$ cat src/hdl/sff_regs.svh
// Register offsets, field positions, reset values and counts of the setup filter
`ifndef SFF_REGS_SVH
`define SFF_REGS_SVH
`define SFF_STATUS_OFS 8'h14
`define SFF_OPMODE_OFS 8'h18
`define SFF_STATUS_RESET 32'h0000_0000
`define SFF_OPMODE_RESET 32'h0000_0000
`define SFF_ST_TX_DONE 1
`define SFF_OM_PROMISC 1
`define SFF_OM_ALLMULTI 2
`define SFF_OM_INT_EN 30
`define SFF_W0_BAD_LEN 13
`define SFF_W0_ERR_SUM 15
`define SFF_W0_HOLDER 31
`define SFF_W1_NOTIFY 24
`define SFF_W1_HASH 25
`define SFF_W1_INVERT 26
`define SFF_W1_KIND_HI 29
`define SFF_W1_KIND_LO 28
`define SFF_W2_LEN_HI 30
`define SFF_W2_LEN_LO 16
`define SFF_W3_PTR_HI 29
`define SFF_W3_PTR_LO 1
`define SFF_KIND_SETUP 2'h2
`define SFF_SETUP_BYTES 15'h0080
`define SFF_SETUP_WORDS 6'h20
`define SFF_HASH_WORDS 5'h10
`define SFF_CRC_INIT 32'hFFFF_FFFF
`define SFF_CRC_POLY 32'hEDB8_8320
`endif

$ cat src/hdl/sff_pkg.sv
// Types shared by the setup filter
package sff_pkg;
    typedef enum logic [2:0] {
        SFF_IDLE,
        SFF_PEND,
        SFF_CHECK,
        SFF_FETCH,
        SFF_WRBACK
    } sff_state_e;
endpackage

$ cat src/hdl/sff_filter.sv
// Setup frame loader and destination address filter
// Notes on behaviour
// - setup frame consumed internally, never sent
// - receiver detached while setup frame processed
// - wrong length sets bits 13 and 15
// - cleared table passes only all-zero address
// - process when tx runs, queue drained, rx idle
// - reception state untouched by setup processing
// - clear holder bit 31 when finished
// - notify bit 24 sets status bit 01
// - bit 25 selects hash or perfect filtering
// - bit 26 inverts perfect match, modes off
// - sixteen 48-bit addresses compared each frame
// - lowest bit of first byte means multicast
// - hash table plus one physical address
// - CRC low nine bits index table
// - index selects longword idx/32, bit idx%32
// - status raises interrupt only if enabled
//
// Implementation choices: the address map and strobed register access.
`timescale 1ns/1ps
`default_nettype none
`include "sff_regs.svh"
module sff_filter #(
    parameter int ADDR_W = 8
) (
    // Clock and reset
    input wire logic clk,
    input wire logic reset,
    // Register port
    input wire logic [ADDR_W-1:0] reg_addr,
    input wire logic [31:0] reg_wdata,
    input wire logic reg_wr,
    input wire logic reg_rd,
    output logic [31:0] reg_rdata,
    output logic irq,
    // Setup descriptor from transmit engine
    input wire logic setup_req,
    input wire logic [31:0] cfg_desc_word1,
    input wire logic [31:0] cfg_desc_word2,
    input wire logic [31:0] cfg_desc_word3,
    input wire logic tx_running,
    input wire logic tx_quiet,
    input wire logic rx_busy,
    output logic setup_busy,
    output logic rx_detach,
    // Buffer read over DMA
    output logic dma_rd_req,
    output logic [31:0] dma_rd_addr,
    input wire logic dma_rd_ack,
    input wire logic [31:0] dma_rd_data,
    // Descriptor word 0 write-back
    output logic desc_wr_valid,
    output logic [31:0] cfg_desc_word0,
    // Destination address check
    input wire logic da_valid,
    input wire logic [47:0] da,
    output logic filt_valid,
    output logic filt_accept
);
    sff_pkg::sff_state_e state;
    logic [31:0] filt_mem [0:31];
    logic [31:0] status_reg;
    logic [31:0] operating_mode_reg;
    logic [31:0] w1;
    logic [31:0] w2;
    logic [31:0] w3;
    logic [5:0] word_cnt;
    logic bad_length_flag;
    logic hash_mode_select;
    logic invert;
    logic next_match;
    logic next_accept;
    logic [31:0] hash_crc;
    logic [8:0] hash_idx;
    logic [47:0] phys_addr;
    logic is_multicast;

    // Reflected Ethernet CRC over six address bytes, first byte lowest
    function automatic logic [31:0] sff_crc48(input logic [47:0] d);
        logic [31:0] c;
        c = `SFF_CRC_INIT;
        for (int i = 0; i < 48; i++) begin
            if (c[0] ^ d[i]) begin
                c = (c >> 1) ^ `SFF_CRC_POLY;
            end else begin
                c = c >> 1;
            end
        end
        return c;
    endfunction

    // Two longwords to a 48-bit address
    function automatic logic [47:0] sff_addr(input logic [31:0] lo, input logic [31:0] hi);
        return {hi[15:0], lo};
    endfunction

    // Setup sequencer
    always_ff @(posedge clk) begin
        if (reset) begin
            state <= sff_pkg::SFF_IDLE;
            w1 <= 32'h0000_0000;
            w2 <= 32'h0000_0000;
            w3 <= 32'h0000_0000;
            word_cnt <= 6'h00;
            bad_length_flag <= 1'b0;
        end else begin
            case (state)
                sff_pkg::SFF_IDLE: begin
                    // Accepted in any reception state
                    if (setup_req) begin
                        w1 <= cfg_desc_word1;
                        w2 <= cfg_desc_word2;
                        w3 <= cfg_desc_word3;
                        state <= sff_pkg::SFF_PEND;
                    end
                end
                sff_pkg::SFF_PEND: begin
                    if (tx_running && tx_quiet && !rx_busy) begin
                        state <= sff_pkg::SFF_CHECK;
                    end
                end
                sff_pkg::SFF_CHECK: begin
                    word_cnt <= 6'h00;
                    bad_length_flag <= w2[`SFF_W2_LEN_HI:`SFF_W2_LEN_LO] != `SFF_SETUP_BYTES;
                    if (w2[`SFF_W2_LEN_HI:`SFF_W2_LEN_LO] != `SFF_SETUP_BYTES) begin
                        state <= sff_pkg::SFF_WRBACK;
                    end else begin
                        state <= sff_pkg::SFF_FETCH;
                    end
                end
                sff_pkg::SFF_FETCH: begin
                    if (dma_rd_ack) begin
                        word_cnt <= word_cnt + 6'h01;
                        if (word_cnt == `SFF_SETUP_WORDS - 6'h01) begin
                            state <= sff_pkg::SFF_WRBACK;
                        end
                    end
                end
                sff_pkg::SFF_WRBACK: begin
                    state <= sff_pkg::SFF_IDLE;
                end
                default: begin
                    state <= sff_pkg::SFF_IDLE;
                end
            endcase
        end
    end

    // Buffer words land in the table only; never passed on
    always_ff @(posedge clk) begin
        if (reset) begin
            for (int i = 0; i < 32; i++) begin
                filt_mem[i] <= 32'h0000_0000;
            end
        end else if (state == sff_pkg::SFF_FETCH && dma_rd_ack) begin
            filt_mem[word_cnt[4:0]] <= dma_rd_data;
        end
    end

    // Filter mode taken from a loaded setup frame
    always_ff @(posedge clk) begin
        if (reset) begin
            hash_mode_select <= 1'b0;
            invert <= 1'b0;
        end else if (state == sff_pkg::SFF_WRBACK && !bad_length_flag) begin
            hash_mode_select <= w1[`SFF_W1_HASH];
            invert <= w1[`SFF_W1_INVERT];
        end
    end

    assign setup_busy = state != sff_pkg::SFF_IDLE;
    // Detach only; reception state machine is left alone
    assign rx_detach = state == sff_pkg::SFF_CHECK || state == sff_pkg::SFF_FETCH
        || state == sff_pkg::SFF_WRBACK;
    assign dma_rd_req = state == sff_pkg::SFF_FETCH;
    assign dma_rd_addr = {2'b00, w3[`SFF_W3_PTR_HI:`SFF_W3_PTR_LO], 1'b0}
        + {24'h0000_00, word_cnt, 2'b00};
    assign desc_wr_valid = state == sff_pkg::SFF_WRBACK;
    // Holder cleared, error bits as found
    always_comb begin
        cfg_desc_word0 = 32'h0000_0000;
        cfg_desc_word0[`SFF_W0_BAD_LEN] = bad_length_flag;
        cfg_desc_word0[`SFF_W0_ERR_SUM] = bad_length_flag;
    end

    // Status and operating mode registers
    always_ff @(posedge clk) begin
        if (reset) begin
            status_reg <= `SFF_STATUS_RESET;
        end else begin
            if (reg_wr && reg_addr == `SFF_STATUS_OFS) begin
                status_reg[`SFF_ST_TX_DONE] <= status_reg[`SFF_ST_TX_DONE]
                    & ~reg_wdata[`SFF_ST_TX_DONE];
            end
            // Set wins over write-one clear
            if (state == sff_pkg::SFF_WRBACK && w1[`SFF_W1_NOTIFY]) begin
                status_reg[`SFF_ST_TX_DONE] <= 1'b1;
            end
        end
    end

    always_ff @(posedge clk) begin
        if (reset) begin
            operating_mode_reg <= `SFF_OPMODE_RESET;
        end else if (reg_wr && reg_addr == `SFF_OPMODE_OFS) begin
            operating_mode_reg <= reg_wdata;
        end
    end

    always_ff @(posedge clk) begin
        if (reset) begin
            reg_rdata <= 32'h0000_0000;
        end else if (reg_rd) begin
            if (reg_addr == `SFF_STATUS_OFS) begin
                reg_rdata <= status_reg;
            end else if (reg_addr == `SFF_OPMODE_OFS) begin
                reg_rdata <= operating_mode_reg;
            end else begin
                reg_rdata <= 32'h0000_0000;
            end
        end
    end

    always_ff @(posedge clk) begin
        if (reset) begin
            irq <= 1'b0;
        end else begin
            irq <= status_reg[`SFF_ST_TX_DONE] & operating_mode_reg[`SFF_OM_INT_EN];
        end
    end

    // Address match
    assign is_multicast = da[0];
    assign hash_crc = sff_crc48(da);
    assign hash_idx = hash_crc[8:0];
    assign phys_addr = sff_addr(filt_mem[`SFF_HASH_WORDS], filt_mem[`SFF_HASH_WORDS + 5'h01]);

    always_comb begin
        next_match = 1'b0;
        for (int i = 0; i < 16; i++) begin
            if (sff_addr(filt_mem[2*i], filt_mem[2*i+1]) == da) begin
                next_match = 1'b1;
            end
        end
    end

    always_comb begin
        if (operating_mode_reg[`SFF_OM_PROMISC]) begin
            next_accept = 1'b1;
        end else if (operating_mode_reg[`SFF_OM_ALLMULTI] && is_multicast) begin
            next_accept = 1'b1;
        end else if (hash_mode_select) begin
            if (is_multicast) begin
                next_accept = filt_mem[{1'b0, hash_idx[8:5]}][hash_idx[4:0]];
            end else begin
                next_accept = da == phys_addr;
            end
        end else if (!operating_mode_reg[`SFF_OM_ALLMULTI] && invert) begin
            next_accept = !next_match;
        end else begin
            next_accept = next_match;
        end
    end

    always_ff @(posedge clk) begin
        if (reset) begin
            filt_valid <= 1'b0;
            filt_accept <= 1'b0;
        end else begin
            filt_valid <= da_valid && !rx_detach;
            if (da_valid) begin
                filt_accept <= next_accept;
            end
        end
    end
endmodule
`default_nettype wire

$ cat config.mk
export PLATFORM = sky130hd
export DESIGN_NAME = sff_filter
export DESIGN_NICKNAME = d
export VERILOG_FILES = /design/src/hdl/sff_pkg.sv /design/src/hdl/sff_filter.sv
export VERILOG_INCLUDE_DIRS = /design/src /design/src/hdl
export SDC_FILE = /design/constraint.sdc
export NUM_CORES = 2
export LEC_CHECK = 0
export BUFFER_PORTS_ARGS = -buffer_cell sky130_fd_sc_hd__buf_2
export CORE_ASPECT_RATIO = 1.75
export CORE_MARGIN = 5
export CORE_UTILIZATION = 45
export DETAILED_ROUTE_END_ITERATION = 6
export GPL_TIMING_DRIVEN = 1
export PLACE_DENSITY = 0.7
export SLEW_MARGIN = 25
export SYNTH_ARGS = -nofsm -noshare
export SYNTH_HDL_FRONTEND = slang
export SYNTH_SLANG_ARGS = --single-unit
export TNS_END_PERCENT = 10
$ cat constraint.sdc
create_clock -name clk -period 11 [get_ports clk]
set_input_delay 0 -clock clk [delete_from_list [all_inputs] [get_ports clk]]
set_output_delay 0 -clock clk [all_outputs]
set_load 0.1 [all_outputs]
# After elaboration in Yosys (flattened, before gate mapping)
# Memories as Yosys holds them, arrays and structs flattened.
# Index checks and enable logic that the tools add are counted.
# word_totals
regBits	168
latchBits	0
ram_bits	1024
romBits	0
input_bits	226
output_inout_bits	103
word_cells	260
mem_count	1
# memory_table
name	depth	word_bits	rd	rd_ports_with_merged_regs	write_ports	line	source
filt_mem	32	32	33	0	32	sff_filter.sv:62	logic [31:0] filt_mem [0:31];
# op_classes
add_sub_neg	2
n_mul	0
n_div	0
magnitude_cmp	1
eq_ne	29
n_shift	0
mux	91
n_bitwise	97
n_reduce_logical	25
# op_table
cell	n
32-bit two-way mux	28
48-bit == test	17
13-bit inverter with 14-bit output	24
16-bit two-way mux	4
10-bit two-way mux	6
28-bit two-way mux	2
25-bit two-way mux	2
1-bit XOR	47
22-bit two-way mux	2
32-bit OR reduction	1
30-bit by 8-bit adder with 31-bit output	1
31-bit two-way mux	1
1-bit two-way mux	30
30-bit two-way mux	1
27-bit two-way mux	1
24-bit two-way mux	1
11-bit inverter	2
21-bit two-way mux	1
20-bit two-way mux	1
3-bit inverter	6
9-bit inverter	2
8-bit by 5-bit == test with 1-bit output, second input constant	2
4-bit inverter	4
3-bit two-way mux	5
33 further kinds	54

# Depth between registers and ports, before layout
# An unclocked memory read counts as a cell.
# depth
word_depth	102
ltp_mapped	22
depth_no_buf	16

# Worst setup path before layout
# No wires, ideal clock.
# synth_path
path_kind	in2reg
start	input da[8]
end	register filt_accept
setup_ns	0.131
arrival_time_ns	5.026
t_required_ns	10.869
path_slack_ns	5.843
path_stages	19
n_path_buf	4
cell_sequence	buf_2 -> xnor3_1 -> xnor2_4 -> xnor2_4 -> xnor3_2 -> xnor3_2 -> xnor3_1 -> xor3_2 -> xnor2_4 -> xnor2_4 -> buf_8 -> buf_6 -> buf_6 -> mux4_1 -> a211o_1 -> a311oi_1 -> nor4_1 -> nor4_2 -> a221oi_2
# synth_between
elab_chain_cells	64
word_cells_on_any_way	149
classes_between	eq/ne: 17; mux: 63; bitwise: 67; reduce/logical: 1; memory: 1
# synth_lines
item	line	source
start: declaration	sff_filter.sv:57	input wire logic [47:0] da,
1-bit XOR	sff_filter.sv:84	if (c[0] ^ d[i]) begin
32-bit two-way mux	sff_filter.sv:84	
32-bit two-way mux or 13-bit inverter with 14-bit output (tied branches)	-	
32-bit two-way mux	sff_filter.sv:84	
32-bit two-way mux or 13-bit inverter with 14-bit output (tied branches)	-	
32-bit two-way mux (2 in a row)	sff_filter.sv:84	
1-bit XOR or 13-bit inverter with 14-bit output (tied branches)	-	
32-bit two-way mux	sff_filter.sv:84	
[47 not listed]	-	
9-bit two-way mux	sff_filter.sv:84	
memory read 32 x 32 bit	-	
1-bit binary-select mux with 5-bit select	sff_filter.sv:255	next_accept = filt_mem[{1'b0, hash_idx[8:5]}][hash_idx[4:0]];
1-bit two-way mux (implied by the code)	sff_filter.sv:255	
1-bit two-way mux	sff_filter.sv:254	if (is_multicast) begin
1-bit two-way mux *	sff_filter.sv:253	end else if (hash_mode_select) begin
1-bit two-way mux *	sff_filter.sv:251	end else if (operating_mode_reg[`SFF_OM_ALLMULTI] && is_multicast) begin
1-bit two-way mux *	sff_filter.sv:249	if (operating_mode_reg[`SFF_OM_PROMISC]) begin
end signal: assignment	sff_filter.sv:273	filt_accept <= next_accept;
end: declaration	sff_filter.sv:59	output logic filt_accept
# Every way passes the cells marked *; elsewhere a longest branch is shown, timed or not. The select of a mux whose other input is x is not followed.
# A chain may end at the register's enable or synchronous reset.

# Final worst setup path
# layout_path
start	input da[2]
end	register filt_accept
# layout_between
elab_chain_cells	72
word_cells_on_any_way	167
classes_between	eq/ne: 17; mux: 69; bitwise: 79; reduce/logical: 1; memory: 1
# layout_lines
item	line
parallel branches: the longest is 69 deep, another holds 32-bit two-way mux	-
1-bit two-way mux *	sff_filter.sv:253
1-bit two-way mux *	sff_filter.sv:251
1-bit two-way mux *	sff_filter.sv:249
# Every way passes the cells marked *. The select of a mux whose other input is x is not followed.

==> flow_summary_export.csv <==
group,metric,value,unit
run_status,status,"finished, final reports clean",
place,hpwl,127000,um
drt,num_vias,39200,
logic_synthesis,avgSynthCellArea,12.2,um2
drt,post-route-drc-count,0,
floorplanning,rows,171,
logic_synthesis,synth_flop_cell,"edfxtp_1",
min_path,hold_path_class,"in -> reg",
clock_tree,cts_made_buffers,91,
logic_synthesis,ys_types,77,
global_routing,grt_pass1_wl,287000,um
place,gp_congestion,0.962,
drt,post_drt_wl_per_cell,31.1,um
worst_setup_path,regToRegStartpoint,"filt_mem[10][11]$_SDFFCE_PN0P_",
clock_tree,cts.sinks,1023,
worst_setup_path,reg2reg_depth,14,
clock_tree,root_buffer,"clkbuf_16",
sta,slew_viol_final,0,
drt,vias_per_cell,5.95,
sta,fin_setup_tns,0,ns
clock_tree,clk_pin_slew,0.07,ns
min_path,hold-path-cell-count,2,
final_layout,largest_reg_flops,896,
place,port_buffers,247,
worst_setup_path,worst_path_dominant_cell_family,"XOR/XNOR gates",
sta,finalCritPeriodShare,64.1,%
place,preCtsSetupSlack,3.47,ns
logic_synthesis,synthTopCellsByCount,"and2_1, edfxtp_1, xnor2_1",
global_routing,grt_use_total,30.2,%
logic_synthesis,synth_area,56000,um2
sta,fmax,142,MHz
floorplanning,die_area,132000,um2
logic_synthesis,synth_edf_count,896,
logic_synthesis,yosysMostFrequentCell,"and2_1",
place,dp_cells,6216,
drt,ant_nets,0,
worst_setup_path,crit_arrival,7.65,ns
worst_setup_path,r2r_end,"filt_accept$_SDFFE_PP0P_",
worst_setup_path,slowest_stage,"a211oi_1",
worst_setup_path,required,11.59,ns
sta,hold_violations,0,
sta,rsz0062_at_grt,"no",
sta,relSlewSlack,22.2,%
floorplanning,die_x,277,um
floorplanning,initial_utilization,45.2,%
worst_setup_path,crit_path_max_fanout,25,
global_routing,antenna_found_initial,15,
final_layout,final_nets,5104,
global_routing,grt_max_degree,78,
min_path,hold_start,"dma_rd_data[30]",
sta,setup_ws,3.95,ns
final_layout,areaGrowthSynthToFinish,13.3,%
worst_setup_path,cp_num_buf_inv,3,
run,drv_cap,0,
global_routing,first_global_vias,39500,
logic_synthesis,postSynthCellCount,4588,
worst_setup_path,crit_cells,18,
worst_setup_path,critPathKind,"in -> reg",
floorplanning,die_h,477,um
logic_synthesis,synth_area_leader_cell,"edfxtp_1",
worst_setup_path,start_kind,"primary input",
logic_synthesis,ys_async_sr_fraction,0,%
worst_setup_path,cp_slowest_stage_delay,0.93,ns
logic_synthesis,seq_area_frac_synth,52.6,%
clock_tree,clockBufferDepth,3,
logic_synthesis,yosys_warnings,0,
clock_tree,clock_latency,0.73,ns
final_layout,stdcell_count,6597,
sta,finalCriticalPeriod,7.05,ns
logic_synthesis,yosysTopAreaCellShare,48.0,%
final_layout,layout-drive-gt1-share,13.6,%
global_routing,grt-ovfl-total,0,
clock_tree,cts_resized,0,
drt,wl,205000,um
floorplanning,ioPinCount,329,
worst_setup_path,crit_chain,"buf_2 > buf_4 > xor2_2 > xnor3_2 > xnor2_4 > xnor3_2 > xnor3_2 > xnor3_1 > xor3_2 > xnor2_4 > xnor2_4 > buf_4 > mux4_1 > a211oi_1 > a2111oi_0 > or4_1 > a22oi_1 > a221oi_2",
logic_synthesis,yosys_register_bits,1023,
sta,setup_viol,0,
worst_setup_path,rrSetupSlack,6.14,ns
clock_tree,h-tree-depth,3,
sta,tightest_slew,1.17,ns
min_path,min_to,"filt_mem[8][30]$_SDFFCE_PN0P_",
clock_tree,post_cts_buffers,0,
clock_tree,cts_tree,"done",
sta,clock_skew,0.0244,ns
drt,first_iter_violations,4410,
logic_synthesis,synth_area_leaders,"edfxtp_1, xnor2_1, and2_1",
drt,dr.pass1.iters,6,
floorplanning,core_area,124000,um2
worst_setup_path,endpoint_kind,"flop",
-- stage by stage --
stage | utilization (%) | cell area (um2) | hold WS [ns]
2_1_floorplan | - | 56100 | 0.136
3_3_place_gp | 47.1 | 58400 | 0.242
3_5_place_dp | 47.2 | 58400 | 0.246
4_1_cts | 51.2 | 63400 | 0.0554
5_1_grt | 51.2 | 63400 | 0.0390
6_report | 51.2 | 63500 | 0.0957
-- routing by layer --
| metal | share of wire, % | wire length, um | up-vias | global-route usage, % |
|---|---|---|---|---|
| met5 | 0.016 | 32 | - | 0 |
| met2 | 48 | 98300 | 2602 | 50.3 |
| met1 | 32 | 66200 | 19500 | 33.7 |
| met3 | 9.7 | 20000 | 708 | 5.92 |
| met4 | 10 | 20900 | 4 | 23.9 |
| li1 | - | - | 16400 | - |
-- kinds of logic after synthesis --
kind of cell	synth area share, %
fa+ha+maj	0.259
xor+xnor	18.6
compound gates	3.01
buf+inv	3.53
mux	5.14
simple gates	16.8
other cells	0.00670
flops	52.6
-- worst max-delay path by stage --
stage,start,end,slack (ns)
finish,da[2],filt_accept$_SDFFE_PP0P_,3.95
global route,da[8],filt_accept$_SDFFE_PP0P_,3.77
CTS,da[2],filt_accept$_SDFFE_PP0P_,4.19
detailed placement,da[2],filt_accept$_SDFFE_PP0P_,3.47
global placement,da[2],filt_accept$_SDFFE_PP0P_,3.52
floorplan,da[8],filt_accept$_SDFFE_PP0P_,5.84
-- cells in the final DEF, fill, tap and decap left out, types with 22 or more instances in the layout --
| master | n |
|---|---|
| and2_1 | 900 |
| edfxtp_1 | 896 |
| xnor2_1 | 712 |
| buf_2 | 246 |
| xor2_1 | 240 |
| nand2_1 | 232 |
| dlygate4sd3_1 | 201 |
| nand4_1 | 166 |
| a21oi_1 | 148 |
| dfxtp_1 | 127 |
| buf_4 | 103 |
| clkbuf_16 | 93 |
| nor4_1 | 90 |
| mux4_2 | 86 |
| nor2_1 | 85 |
| mux2i_1 | 71 |
| xnor3_1 | 48 |
| nor2b_1 | 34 |
| or2_2 | 34 |
| conb_1 | 32 |
| nand3_1 | 28 |
| o21ai_0 | 23 |
| nor3_1 | 22 |
-- area by class of cell --
type                            instances  area [um2]
Timing Repair Buffer                  551        4040
Fill cell                           10300       60400
Sequential cell                      1023       29400
Multi-Input combinational cell       3179       24800
Tap cell                             1643        2060
Clock buffer                          106        2380
Antenna cell                           12        30.0
Inverter                               21        78.8
Clock inverter                         62         634
-- what timing repair did --
action	4_1_cts	5_1_grt
hold buffers	201	0
endpoints found under the hold margin	127	0
setup endpoints to repair	0	0
Power is left out: the tool's default activity adds up to more than one toggle a clock period on the data nets, which glitch-free logic cannot reach.
